===== src/rtl/regulator_setting_pkg.sv =====
// Package with register map, field layout, defaults and voltage-code constants for the regulator settings.
// Notes on behaviour
// Converter hold pin low, button released: converter stays on only if hold-keep set.
// A disabled converter has its output discharged only when its discharge bit is set.
// Code 0-31 is 0.800 V+25 mV steps, 32-60 1.600 V+50 mV, 61-63 3.1-3.3 V.
// On divider variants the code is stored and read back but steers nothing.
// Host raises the code by at most 8 percent per single write.
// Host may lower the code by any amount in one write.
// Regulator hold pin low, button released: regulator stays on only if hold-keep set.
// A disabled regulator has its output discharged only when its discharge bit is set.
// Regulator code uses the converter mapping, only on variants without a divider.
// Mode bit 0 selects automatic PWM/PFM, 1 selects forced fixed-frequency PWM.
// Converter status bit reads 1 when below target or disabled, else 0.
// Regulator status bit reads 1 when below target or disabled, else 0.
// Writable fields reload defaults on lockout or reset; unused mode bits read zero.
// Status bits show live comparator levels; writes to them do nothing.
package regulator_setting_pkg;
    localparam logic [7:0] buck_setting_addr = 8'h07;
    localparam logic [7:0] linreg_setting_addr = 8'h08;
    localparam logic [7:0] mode_status_addr = 8'h09;
    localparam int hold_keep_bit = 7;
    localparam int discharge_bit = 6;
    localparam int force_pwm_bit = 7;
    localparam int buck_status_bit = 6;
    localparam int linreg_status_bit = 5;
    localparam int code_msb = 5;
    localparam logic [7:0] mode_writable_mask = 8'h80;
    // Defaults per variant; the default parameters select the first column of each table.
    localparam logic [7:0] buck_default_divider = 8'h29;
    localparam logic [7:0] buck_default_fixed_a = 8'h25;
    localparam logic [7:0] buck_default_fixed_b = 8'h26;
    localparam logic [7:0] linreg_default_main = 8'h65;
    localparam logic [7:0] linreg_default_alt = 8'h79;
    localparam logic [7:0] mode_default = 8'h00;
    localparam logic [5:0] fine_last_code = 6'h1f;
    localparam logic [5:0] coarse_last_code = 6'h3c;
    localparam logic [11:0] fine_base_mv = 12'h0320;
    localparam logic [11:0] fine_step_mv = 12'h0019;
    localparam logic [11:0] coarse_base_mv = 12'h0640;
    localparam logic [11:0] coarse_step_mv = 12'h0032;
    localparam logic [11:0] top_base_mv = 12'h0c1c;
    localparam logic [11:0] top_step_mv = 12'h0064;
    localparam logic [5:0] top_first_code = 6'h3d;
endpackage : regulator_setting_pkg


===== src/rtl/regulator_setting_register_bank.sv =====
// Register bank for converter and linear-regulator settings, mode and live power-good status.
`timescale 1ns/1ns
module regulator_setting_register_bank #(
    parameter logic [7:0] buck_default = regulator_setting_pkg::buck_default_divider,
    parameter logic [7:0] linreg_default = regulator_setting_pkg::linreg_default_main,
    parameter bit buck_has_divider = 1'b1,
    parameter bit linreg_has_divider = 1'b0
) (
    input wire logic core_clk,
    input wire logic rst_b,
    input wire logic undervoltage_or_reset_load,
    input wire logic wr_en,
    input wire logic [7:0] addr,
    input wire logic [7:0] wr_data,
    output logic [7:0] rd_data,
    input wire logic buck_hold_pin,
    input wire logic linreg_hold_pin,
    input wire logic pushbutton_input_n,
    input wire logic buck_power_good_raw,
    input wire logic linreg_power_good_raw,
    output logic buck_enable,
    output logic buck_discharge,
    output logic buck_force_pwm,
    output logic buck_code_valid,
    output logic [11:0] buck_target_mv,
    output logic linreg_enable,
    output logic linreg_discharge,
    output logic linreg_code_valid,
    output logic [11:0] linreg_target_mv
);
    logic [7:0] buck_q;
    logic [7:0] linreg_q;
    logic mode_q;
    logic [1:0] buck_hold_s;
    logic [1:0] linreg_hold_s;
    logic [1:0] button_s;
    logic [1:0] buck_pg_s;
    logic [1:0] linreg_pg_s;
    logic buck_enable_q;
    logic linreg_enable_q;
    logic buck_discharge_q;
    logic linreg_discharge_q;
    logic [11:0] buck_mv_q;
    logic [11:0] linreg_mv_q;
    logic [7:0] rd_data_q;

    // Pins and comparator outputs are asynchronous to the core clock.
    always_ff @(posedge core_clk or negedge rst_b) begin
        if (!rst_b) begin
            buck_hold_s <= 2'h0;
            linreg_hold_s <= 2'h0;
            button_s <= 2'h3;
            buck_pg_s <= 2'h0;
            linreg_pg_s <= 2'h0;
        end else begin
            buck_hold_s <= {buck_hold_s[0], buck_hold_pin};
            linreg_hold_s <= {linreg_hold_s[0], linreg_hold_pin};
            button_s <= {button_s[0], pushbutton_input_n};
            buck_pg_s <= {buck_pg_s[0], buck_power_good_raw};
            linreg_pg_s <= {linreg_pg_s[0], linreg_power_good_raw};
        end
    end

    wire logic buck_sel = (addr == regulator_setting_pkg::buck_setting_addr);
    wire logic linreg_sel = (addr == regulator_setting_pkg::linreg_setting_addr);
    wire logic mode_sel = (addr == regulator_setting_pkg::mode_status_addr);
    wire logic button_pressed = !button_s[1];

    // A held pin or a pressed button keeps a supply on; otherwise the hold-keep bit decides.
    wire logic buck_on_d = buck_hold_s[1] || button_pressed
        || buck_q[regulator_setting_pkg::hold_keep_bit];
    wire logic linreg_on_d = linreg_hold_s[1] || button_pressed
        || linreg_q[regulator_setting_pkg::hold_keep_bit];
    wire logic buck_dis_d = !buck_on_d
        && buck_q[regulator_setting_pkg::discharge_bit];
    wire logic linreg_dis_d = !linreg_on_d
        && linreg_q[regulator_setting_pkg::discharge_bit];

    // Status bits are active-high "not in regulation", taken live from the comparators.
    wire logic buck_nir = !buck_pg_s[1] || !buck_enable_q;
    wire logic linreg_nir = !linreg_pg_s[1] || !linreg_enable_q;

    wire logic [7:0] mode_rd = {mode_q, buck_nir, linreg_nir, 5'h00};
    wire logic [7:0] rd_mux = buck_sel ? buck_q :
        linreg_sel ? linreg_q : mode_sel ? mode_rd : 8'h00;

    wire logic [11:0] buck_dec_mv;
    wire logic [11:0] linreg_dec_mv;

    voltage_code_decoder buck_decode (
        .code(buck_q[regulator_setting_pkg::code_msb:0]),
        .target_mv(buck_dec_mv)
    );

    voltage_code_decoder linreg_decode (
        .code(linreg_q[regulator_setting_pkg::code_msb:0]),
        .target_mv(linreg_dec_mv)
    );

    // Defaults load on reset and on the lockout strobe; the strobe outranks a write.
    always_ff @(posedge core_clk or negedge rst_b) begin
        if (!rst_b) begin
            buck_q <= buck_default;
            linreg_q <= linreg_default;
            mode_q <= regulator_setting_pkg::mode_default[regulator_setting_pkg::force_pwm_bit];
        end else if (undervoltage_or_reset_load) begin
            buck_q <= buck_default;
            linreg_q <= linreg_default;
            mode_q <= regulator_setting_pkg::mode_default[regulator_setting_pkg::force_pwm_bit];
        end else if (wr_en) begin
            if (buck_sel) begin
                buck_q <= wr_data;
            end
            if (linreg_sel) begin
                linreg_q <= wr_data;
            end
            if (mode_sel) begin
                mode_q <= wr_data[regulator_setting_pkg::force_pwm_bit];
            end
        end
    end

    always_ff @(posedge core_clk or negedge rst_b) begin
        if (!rst_b) begin
            buck_enable_q <= 1'b0;
            linreg_enable_q <= 1'b0;
            buck_discharge_q <= 1'b0;
            linreg_discharge_q <= 1'b0;
            buck_mv_q <= 12'h000;
            linreg_mv_q <= 12'h000;
            rd_data_q <= 8'h00;
        end else begin
            buck_enable_q <= buck_on_d;
            linreg_enable_q <= linreg_on_d;
            buck_discharge_q <= buck_dis_d;
            linreg_discharge_q <= linreg_dis_d;
            buck_mv_q <= buck_has_divider ? 12'h000 : buck_dec_mv;
            linreg_mv_q <= linreg_has_divider ? 12'h000 : linreg_dec_mv;
            rd_data_q <= rd_mux;
        end
    end

    assign buck_enable = buck_enable_q;
    assign linreg_enable = linreg_enable_q;
    assign buck_discharge = buck_discharge_q;
    assign linreg_discharge = linreg_discharge_q;
    assign buck_force_pwm = mode_q;
    assign buck_target_mv = buck_mv_q;
    assign linreg_target_mv = linreg_mv_q;
    // A divider variant ignores the code, so the target is flagged as not meaningful.
    assign buck_code_valid = !buck_has_divider;
    assign linreg_code_valid = !linreg_has_divider;
    assign rd_data = rd_data_q;
endmodule : regulator_setting_register_bank


===== src/rtl/voltage_code_decoder.sv =====
// Converts a 6-bit output-voltage code into a target voltage in millivolts.
`timescale 1ns/1ns
module voltage_code_decoder (
    input wire logic [5:0] code,
    output logic [11:0] target_mv
);
    wire logic [11:0] code_w = {6'h00, code};
    wire logic [11:0] fine_mv = 12'(regulator_setting_pkg::fine_base_mv
        + code_w * regulator_setting_pkg::fine_step_mv);
    wire logic [11:0] coarse_mv = 12'(regulator_setting_pkg::coarse_base_mv
        + (code_w - 12'h0020) * regulator_setting_pkg::coarse_step_mv);
    wire logic [11:0] top_mv = 12'(regulator_setting_pkg::top_base_mv
        + (code_w - {6'h00, regulator_setting_pkg::top_first_code})
        * regulator_setting_pkg::top_step_mv);

    assign target_mv = (code <= regulator_setting_pkg::fine_last_code) ? fine_mv :
        (code <= regulator_setting_pkg::coarse_last_code) ? coarse_mv : top_mv;
endmodule : voltage_code_decoder


===== config.mk =====
export PLATFORM = sky130hd
export DESIGN_NAME = regulator_setting_register_bank
export DESIGN_NICKNAME = d
export VERILOG_FILES = /design/src/rtl/regulator_setting_pkg.sv /design/src/rtl/regulator_setting_register_bank.sv /design/src/rtl/voltage_code_decoder.sv
export SDC_FILE = /design/constraint.sdc
export NUM_CORES = 1
export LEC_CHECK = 0
export BUFFER_PORTS_ARGS = -buffer_cell sky130_fd_sc_hd__buf_2
export CAP_MARGIN = 30
export CORE_ASPECT_RATIO = 0.75
export CORE_MARGIN = 1.5
export CORE_UTILIZATION = 57
export DETAILED_ROUTE_END_ITERATION = 16
export HOLD_SLACK_MARGIN = 0.03
export MAX_ROUTING_LAYER = met4
export PLACE_DENSITY_LB_ADDON = 0.25
export SETUP_SLACK_MARGIN = 0.3
export SKIP_LAST_GASP = 1
export SYNTH_ARGS = -nofsm -noshare
export SYNTH_HDL_FRONTEND = slang
export SYNTH_SLANG_ARGS = --single-unit

===== constraint.sdc =====
create_clock -name core_clk -period 4.5 [get_ports core_clk]
set_input_delay 0 -clock core_clk [delete_from_list [all_inputs] [get_ports core_clk]]
set_output_delay 0 -clock core_clk [all_outputs]
set_load 0.005 [all_outputs]

==> results of run 1 <==
## cell type report
| type | count | area [sq um] |
|---|---|---|
| Clock buffer | 6 | 72.6 |
| Sequential cell | 51 | 1290 |
| Inverter | 42 | 158 |
| Fill cell | 481 | 1930 |
| Multi-Input combinational cell | 304 | 2380 |
| Timing Repair Buffer | 72 | 470 |
| Clock inverter | 2 | 37.5 |
| Tap cell | 81 | 101 |
## cell families after synthesis
group                      share of synthesized area, %
AOI/OAI and AO/OA                                  11.8
xor gates and xnor gates                           7.80
adders and majority gates                          23.7
buffers and inverters                              7.74
DFF                                                33.2
muxes                                              1.29
other                                             0.193
and+or+nand+nor                                    14.2
## where the power goes
group | internal (mW) | switching (mW)
clock network | 0.166 | 0.153
logic | 0.0313 | 0.0376
registers | 0.467 | 0.00256
## flip-flops by register name, summed over array words and instances, names as in the netlist
register	flops
buck_enable	1
buck_q	8
buck_force_pwm	1
button_s	2
buck_discharge	1
linreg_discharge	1
buck_hold_s	2
rd_data	8
linreg_q	8
linreg_target_mv	12
linreg_enable	1
linreg_hold_s	2
linreg_pg_s	2
buck_pg_s	2
## critical path, cell delays in order (launching register included)
cell     delay [ns]
dfstp_2        0.59
inv_1          0.12
ha_2           0.24
xnor2_2        0.24
ha_1           0.29
ha_1           0.32
fa_1           0.46
ha_1           0.37
nor2b_1        0.17
o21ai_1        0.09
and3_1         0.20
o22ai_1        0.21
xnor3_1        0.33
mux2i_1        0.13
o22ai_1        0.12
## path summary, 6_finish.rpt
kind | startpoint | end | slack, ns | cells after the start
min in group asynchronous | rst_b | linreg_target_mv[4] | 0.08 | 2
max reg2reg | linreg_q[0] | linreg_target_mv[11] | 0.47 | 14
max in group asynchronous | rst_b | button_s[1] | 3.85 | 3
max | linreg_q[0] | linreg_target_mv[11] | 0.47 | 14
min reg2reg | buck_pg_s[0] | buck_pg_s[1] | 0.35 | 0
min | wr_en | buck_q[0] | 0.05 | 3
## placed cells by master, fill, tap and decap left out, types with 3 or more instances in the layout
| cell | synthesis | layout |
|---|---|---|
| ha_1 | 56 | 55 |
| buf_2 | 0 | 49 |
| inv_1 | 42 | 42 |
| dfrtp_1 | 42 | 41 |
| nand2_1 | 40 | 40 |
| a21oi_1 | 26 | 25 |
| nor2_1 | 22 | 22 |
| o21ai_0 | 19 | 18 |
| nand3_1 | 17 | 17 |
| xnor2_1 | 21 | 16 |
| dlygate4sd3_1 | 0 | 16 |
| conb_1 | 2 | 14 |
| xor2_1 | 11 | 11 |
| fa_1 | 11 | 11 |
| a211oi_1 | 9 | 9 |
| dfstp_2 | 9 | 9 |
| buf_4 | 14 | 6 |
| xnor2_2 | 0 | 5 |
| mux2i_1 | 5 | 5 |
| a22o_1 | 5 | 5 |
| o211ai_1 | 5 | 5 |
| clkbuf_8 | 0 | 5 |
| nor2b_1 | 5 | 4 |
| nor3b_1 | 4 | 4 |
| and2_1 | 3 | 3 |
| a21oi_2 | 2 | 3 |
| and3_1 | 3 | 3 |
## metrics by stage
step	util (%)	cell area (sq um)	power (mW)	setup slack (ns)	hold slack (ns)
finish	70.0	4510	0.857	0.469	0.0489
global route	70.0	4510	0.885	0.308	0.0618
CTS	69.3	4470	0.859	0.342	0.0359
detailed placement	64.9	4180	0.536	0.342	-0.110
global placement	64.6	4160	0.533	0.468	0.106
floorplan	-	3930	0.513	0.679	-0.296
## layer usage
layer  GRT usage (%)  up-vias
met5               -        -
li1                -     1488
met3            3.48       12
met1            33.0     1464
met4            5.16        0
met2            41.0      132
## repair_timing
item | CTS | global route
hold endpoints to repair | 64 | 0
hold buffers | 16 | 0
resized for setup | 2 | 8
endpoints found under the setup margin | 1 | 1
setup buffers | 0 | 2
pin swaps | 0 | 2
==> results.yml, run 1 <==
sta:
  rsz0062_at_grt: "no"
  setup_violations: 0
  tns_ns: 0
  slew_viol_final: 0
  fin_crit_ns: 4.03
  final.period_utilization_pct: 89.6
  hold_viol: 0
  fmax_mhz: 248
  worstMarginPinSlew_ns: 0.792
  max_slew_margin_pct: 46.5
  finClkSkew_ns: 0.0169
clock_network:
  cts_sinks: 51
  clockBufferDepth: 2
  root_buffer: "clkbuf_8"
  tritoncts: "yes"
  insertion_delay_ns: 0.31
  path_clk_slew_ns: 0.09
  cts_buffers: 5
  htreeDepth: 2
power:
  p_per_area_nw_per_um2: 190
  p_leak_nw: 2.26
  peakVddDrop_v: 0.000180
status:
  status: "completed"
global_route:
  grt_pass1_wl_um: 13800
  grtUsageTotal_pct: 24.7
  grt_pass1_vias: 2895
  grt_max_degree: 42
  grt.overflow.total: 0
  antenna_found_initial: 0
placement:
  dp_hpwl_um: 6510
  gp_congestion: 0.942
  port-buffer-count: 49
  dp.cells: 532
detailed_routing:
  topRoutingLayerUsed: "met4"
  wl_met2_um: 4210
  drtAntennaViolNets: 0
  met3_length_um: 502
  vias: 3096
  wl_per_cell_um: 15.7
  viasPerCell: 5.55
  wirelength_um: 8770
  wl_met1_um: 3970
  firstDrtPassIters: 5
  drt_iter0_markers: 185
  drc_errors: 0
cells_and_area:
  diodes: 0
  layout.nets: 568
  fin_cells: 558
  drive_above_1_share_pct: 19.5
  area_growth_syn_to_layout_pct: 16.3
synthesis:
  async_flop_share_pct: 100
  ys_seq_elements: 51
  ys.flop_type: "dfrtp_1"
  synth_area_sq_um: 3880
  synth_common_cells: "ha_1 (56), dfrtp_1 (42), inv_1 (42)"
  synthMostInstantiatedCell: "ha_1"
  syn_area_per_cell_sq_um: 9.54
  yosys.area.top_type: "dfrtp_1"
  seq_area_frac_synth_pct: 33.2
  synth_top_area_share_pct: 27.1
  ys_types: 46
  synthTopCellsByArea: "dfrtp_1 (27%), ha_1 (18%), dfstp_2 (6.1%)"
  synth_edf_count: 0
  yosys_warnings: 0
  synthCells: 407
die:
  core_sq_um: 6440
  die_h_um: 74.5
  placementRows: 25
  die-area_sq_um: 7320
  io_pins: 64
  die_w_um: 98.3
  start_util_pct: 60.2
worst_hold_path:
  worstHoldPathType: "in2reg"
setup_path:
  end_kind: "flip-flop"
  cp_max_fo: 6
  crit_path_start_kind: "flip-flop"
  worstPathArrival_ns: 4.18
  crit_required_ns: 4.65
  criticalPathCategory: "reg2reg"
job:
  maxCapViolCount: 0
No activity file was read; power rests on OpenSTA's default activity.
==> inputs of run 2 (changes only) <==
--- a/config.mk
+++ b/config.mk
@@ -8,3 +8,2 @@
 export BUFFER_PORTS_ARGS = -buffer_cell sky130_fd_sc_hd__buf_2
-export CAP_MARGIN = 30
 export CORE_ASPECT_RATIO = 0.75
@@ -18,2 +17,3 @@
 export SKIP_LAST_GASP = 1
+export SLEW_MARGIN = 10
 export SYNTH_ARGS = -nofsm -noshare
--- a/constraint.sdc
+++ b/constraint.sdc
@@ -3,2 +3,2 @@
 set_output_delay 0 -clock core_clk [all_outputs]
-set_load 0.005 [all_outputs]
+set_load 0.02 [all_outputs]
==> results.yml, run 2 (synthesis gave the netlist of run 1 again) <==
die:
  die_h_um: 74.5
  io_pins: 64
  placementRows: 25
  die_w_um: 98.3
  die-area_sq_um: 7320
  core_sq_um: 6440
  start_util_pct: 60.2
clock_network:
  insertion_delay_ns: 0.31
  tritoncts: "yes"
  htreeDepth: 2
  cts_sinks: 51
  root_buffer: "clkbuf_8"
  clockBufferDepth: 2
  cts_buffers: 5
  path_clk_slew_ns: 0.09
status:
  status: "completed"
worst_hold_path:
  hold_start: "wr_en"
  min_to: "buck_q[0]"
  hold_path_depth: 3
  worstHoldPathType: "in2reg"
sta:
  fmax_mhz: 245
  finClkSkew_ns: 0.0130
  setup_violations: 0
  rsz0062_at_grt: "no"
  final.period_utilization_pct: 90.8
  max_slew_margin_pct: 27.1
  slew_viol_final: 0
  tns_ns: 0
  hold_viol: 0
  worstMarginPinSlew_ns: 1.09
  fin_crit_ns: 4.09
  worst_slack_ns: 0.415
global_route:
  met1_usage_pct: 33.4
  grt_pass1_vias: 2812
  use_met3_pct: 4.14
  antenna_found_initial: 0
  grt.overflow.total: 0
  grt_pass1_wl_um: 13500
  grt_max_degree: 52
  grtUsageTotal_pct: 24.5
  gr-usage-met2_pct: 38.8
  busiest_layer: "met2"
placement:
  port-buffer-count: 49
  dp_hpwl_um: 6400
  dp_slack_ns: 0.372
  gp_congestion: 0.942
setup_path:
  crit_path_start_kind: "flip-flop"
  crit_top_cell: "ha_1"
  criticalPathCategory: "reg2reg"
  critPathBufInv: 1
  slowest_delay_ns: 0.58
  crit_slowest_cell: "dfstp_2"
  reg2reg_from: "linreg_q[0]"
  setup.reg_to_reg.worst_slack_ns: 0.41
  crit_required_ns: 4.66
  cp_top_family: "adder cells"
  r2r_cells: 14
  end_kind: "flip-flop"
  worstPathArrival_ns: 4.24
  r2r_end: "linreg_target_mv[11]"
  critical_path.cell_chain: "inv_1 -> ha_1 -> xnor2_2 -> ha_1 -> ha_1 -> fa_1 -> ha_1 -> nor2b_1 -> o21ai_0 -> a21oi_1 -> o22ai_1 -> xnor3_1 -> mux2i_1 -> o22ai_1"
  cp_max_fo: 6
power:
  sw_frac_of_total_pct: 23.1
  seq_power_share_pct: 54.5
  peakVddDrop_v: 0.000178
  p_per_area_nw_per_um2: 192
  combPwrFrac_pct: 9.1
  p_leak_nw: 2.24
  power.share.clock_pct: 36.5
  p_int_uw: 662
  power.net_switching_uw: 199
cells_and_area:
  drive_above_1_share_pct: 19.2
  largest_reg_flops: 12
  fin_util_pct: 69.5
  mostFrequentLayoutCell: "ha_1"
  layout_common_cells: "ha_1 (55), buf_2 (49), inv_1 (42)"
  layout.nets: 566
  diodes: 0
  area_growth_syn_to_layout_pct: 15.3
detailed_routing:
  wirelength_um: 8430
  firstDrtPassIters: 4
  drtAntennaViolNets: 0
  wl_per_cell_um: 15.2
  drc_errors: 0
  vias: 3006
  viasPerCell: 5.41
  drt_iter0_markers: 107
job:
  maxCapViolCount: 0
-- run 2: cell types whose count changed in the layout (fill, tap and decap cells not counted), sizes merged --
cell / before / now
buf: 56 / 55
dlygate4sd3: 16 / 15
-- run 2: layer usage --
layer | vias to the layer above | wire (um)
met5 | - | 0
met4 | 0 | 105
met3 | 12 | 432
met2 | 89 | 3910
met1 | 1426 | 3990
li1 | 1479 | -
-- run 2: power by group through the flow --
stage	Combinational (mW)	Clock, mW	Sequential [mW]
floorplan	0.0426	0	0.482
global placement	0.0659	0	0.478
detailed placement	0.0668	0	0.478
CTS	0.0772	0.320	0.470
global route	0.0856	0.340	0.470
finish	0.0780	0.314	0.469
-- run 2: what timing repair did --
action                                 in CTS  in global routing
endpoints found under the hold margin      64                  0
gates resized for setup                     0                  8
buffers inserted                            0                  2
setup endpoints to repair                   0                  2
hold buffers                               15                  0
-- run 2: per-stage QoR --
step / hold slack, ns / cells / cell area [sq um] / power (mW)
5_1_grt: 0.0711 / 556 / 4480 / 0.896
3_3_place_gp: 0.106 / 531 / 4160 / 0.544
3_5_place_dp: 0.106 / 531 / 4160 / 0.545
2_1_floorplan: -0.296 / 419 / 3930 / 0.524
6_report: 0.0545 / 556 / 4480 / 0.861
4_1_cts: 0.0364 / 554 / 4420 / 0.866
-- run 2: how the worst max path moves through the flow --
stage | to | cells past startpoint | start
finish | linreg_target_mv[11] | 14 | linreg_q[0]
global route | linreg_target_mv[11] | 14 | linreg_q[0]
CTS | linreg_target_mv[11] | 14 | linreg_q[0]
detailed placement | linreg_target_mv[11] | 14 | linreg_q[0]
global placement | linreg_target_mv[11] | 16 | linreg_q[0]
floorplan | linreg_target_mv[11] | 14 | linreg_q[0]
-- run 2: layout make-up --
type	count	area, sq um
repair buffers	70	440
clock buffers	6	72.6
multi-input cells	304	2380
flip-flops and latches	51	1290
inverters	42	158
clock inverters	2	37.5
well taps	81	101
fillers	482	1970
-- run 2: tightest hold or removal path: stages --
cell and delay [ns]:
buf_2 0.18, nand3_1 0.11, nand3_1 0.07
==> inputs of run 3 (changes only) <==
Settings changed: ABC_AREA set to 1, CORE_UTILIZATION 57 to 63.
Clock period 4.5 ns to 4.7 ns, I/O delays scaled along.
==> results.yml, run 3 <==
power:
  sw_frac_of_total_pct: 41.3
  combPwrFrac_pct: 46.8
  p_total_mw: 1.45
  p_per_area_nw_per_um2: 308
  p_leak_nw: 2.56
  power.share.clock_pct: 18.5
  peakVddDrop_v: 0.000158
  power.net_switching_uw: 598
  seq_power_share_pct: 34.7
  p_int_uw: 851
synthesis:
  syn_area_per_cell_sq_um: 8.18
  async_flop_share_pct: 100
  ys_types: 42
  yosys.area.top_type: "dfrtp_1"
  seq_area_frac_synth_pct: 30.6
  yosys_warnings: 0
  synth_top_area_share_pct: 25.0
  synthCells: 514
  synth_common_cells: "nand2_1 (98), inv_1 (76), ha_1 (56)"
  synth_area_sq_um: 4210
  ys_seq_elements: 51
  ys.flop_type: "dfrtp_1"
  synth_edf_count: 0
  synthTopCellsByArea: "dfrtp_1 (25%), ha_1 (17%), nand2_1 (8.7%)"
  synthMostInstantiatedCell: "nand2_1"
setup_path:
  crit_path_start_kind: "flip-flop"
  criticalPathCategory: "reg2reg"
  worstPathArrival_ns: 4.24
  cp_max_fo: 9
  end_kind: "flip-flop"
  cp-startpoint: "linreg_q[0]"
  slowest_delay_ns: 0.65
  crit_slowest_cell: "dfstp_2"
  reg2reg_from: "linreg_q[0]"
  crit_required_ns: 4.90
  crit_top_cell: "nand2_1"
  critical_path.cell_chain: "inv_2 -> ha_1 -> nor2_1 -> xor2_1 -> ha_1 -> ha_1 -> inv_1 -> fa_1 -> inv_1 -> ha_1 -> nand2_1 -> inv_1 -> nand2_1 -> nand2_1 -> nor2_1 -> inv_1 -> nand3_1 -> nand3_1 -> nand3_1 -> nand2_1 -> nand2_1 -> nand2_1"
clock_network:
  insertion_delay_ns: 0.31
  cts_buffers: 5
  clockBufferDepth: 2
  cts_resized: 0
  htreeDepth: 2
  cts_setup_buffers: 0
  cts_sinks: 51
  holdBufCountCts: 15
  tritoncts: "yes"
  path_clk_slew_ns: 0.09
  root_buffer: "clkbuf_8"
sta:
  worst_slack_ns: 0.660
  fin_crit_ns: 4.04
  rsz0062_at_grt: "no"
  worstMarginPinSlew_ns: 1.07
  tns_ns: 0
  final.period_utilization_pct: 85.9
  max_slew_margin_pct: 28.9
  finClkSkew_ns: 0.00611
  setup_violations: 0
  hold_viol: 0
  slew_viol_final: 0
  fmax_mhz: 248
die:
  start_util_pct: 65.9
  die_w_um: 97.4
  core_sq_um: 6380
  io_pins: 64
  die_h_um: 73.8
  die-area_sq_um: 7180
  placementRows: 25
global_route:
  grt_pass1_vias: 3275
  grt_pass1_wl_um: 15700
  grt_max_degree: 52
  antenna_found_initial: 0
  grtUsageTotal_pct: 29.0
  grt.overflow.total: 0
cells_and_area:
  final.fill_count: 485
  final_area_sq_um: 4700
  mostFrequentLayoutCell: "nand2_1"
  largest_reg_flops: 12
  layout_common_cells: "nand2_1 (98), inv_1 (76), ha_1 (56)"
  layout.nets: 669
  drive_above_1_share_pct: 19.7
  seqCellArea_sq_um: 1290
  diodes: 0
  fin_cells: 659
  area_growth_syn_to_layout_pct: 11.8
  multiInputGateArea_sq_um: 2480
detailed_routing:
  drt_iter0_markers: 196
  wl_per_cell_um: 14.3
  vias: 3574
  drtAntennaViolNets: 0
  viasPerCell: 5.42
  drc_errors: 0
  firstDrtPassIters: 5
  wirelength_um: 9430
worst_hold_path:
  worstHoldPathType: "in2reg"
  hold_start: "undervoltage_or_reset_load"
placement:
  postPlaceCellArea_sq_um: 4450
  dp.cells: 636
  dp_hpwl_um: 7440
  gp_congestion: 0.918
  port-buffer-count: 49
  dp_slack_ns: 0.729
job:
  maxCapViolCount: 0
status:
  status: "completed"
==> run 3: cell count changes in the layout (fill, tap and decap cells not counted), moves of 9 or more <==
cell,previous run,this run
a211oi_1,9,0
inv_1,42,76
inv_2,0,13
nand2_1,40,98
nand2_2,2,15
nand3_1,17,32
nand4_1,0,10
o21ai_1,0,9
xnor2_1,17,4
==> run 3: worst max-delay path, delay by kind of cell (launching register included) <==
family | cells | cell delay, ns
adders and majority gates | 5 | 1.68
buffers and inverters | 5 | 0.32
DFF | 1 | 0.65
xor gates and xnor gates | 1 | 0.32
and+or+nand+nor | 11 | 0.95
==> run 3: area by class of cell <==
| class | count | area share, % |
|---|---|---|
| inverter | 90 | 7.18 |
| multi-input combinational | 365 | 52.8 |
| tap | 81 | 2.15 |
| clock inverter | 2 | 0.346 |
| sequential | 51 | 27.4 |
| clock buffer | 6 | 1.76 |
| timing repair buffer | 64 | 8.41 |
==> run 3: power by group through the flow <==
stage          clock network [mW]  logic, mW  registers (mW)
6_report                    0.268      0.678           0.503
5_1_grt                     0.290      0.766           0.509
4_1_cts                     0.275      0.672           0.504
3_5_place_dp                    0      0.659           0.513
3_3_place_gp                    0      0.641           0.512
2_1_floorplan                   0      0.463           0.555
==> run 3: path summary, 6_finish.rpt <==
path	slack [ns]	end	cells past startpoint
max	0.66	linreg_target_mv[11]	22
min	0.06	linreg_q[2]	3
max reg2reg	0.66	linreg_target_mv[11]	22
min reg2reg	0.36	buck_hold_s[1]	0
max in group asynchronous	3.62	linreg_q[1]	2
min in group asynchronous	0.42	linreg_target_mv[2]	2
==> run 3: layer usage <==
metal / GRT usage, % / part of all wire, %
met1: 40.7 / 47
met2: 44.8 / 45
met3: 4.28 / 6.9
met4: 7.46 / 1.4
met5: - / 0
==> run 3: cell families (layout without fill, tap and decap cells) <==
kind of cell    Yosys count  in the layout  share of synthesized area, %
compound gates           64             64                          8.33
xor+xnor                 16             16                          3.69
fa+ha+maj                67             67                          21.9
buf+inv                 110            162                          11.5
flops                    51             51                          30.6
mux                       1              1                         0.268
other cells               2             14                         0.179
simple gates            203            203                          23.6
==> run 3: stage by stage <==
step                      utilization, %  hold WS, ns
after floorplan                        -       -0.296
after global placement              69.8        0.107
after detailed placement            69.8        0.106
after CTS                           73.7       0.0304
after global routing                73.7       0.0534
final                               73.7       0.0625
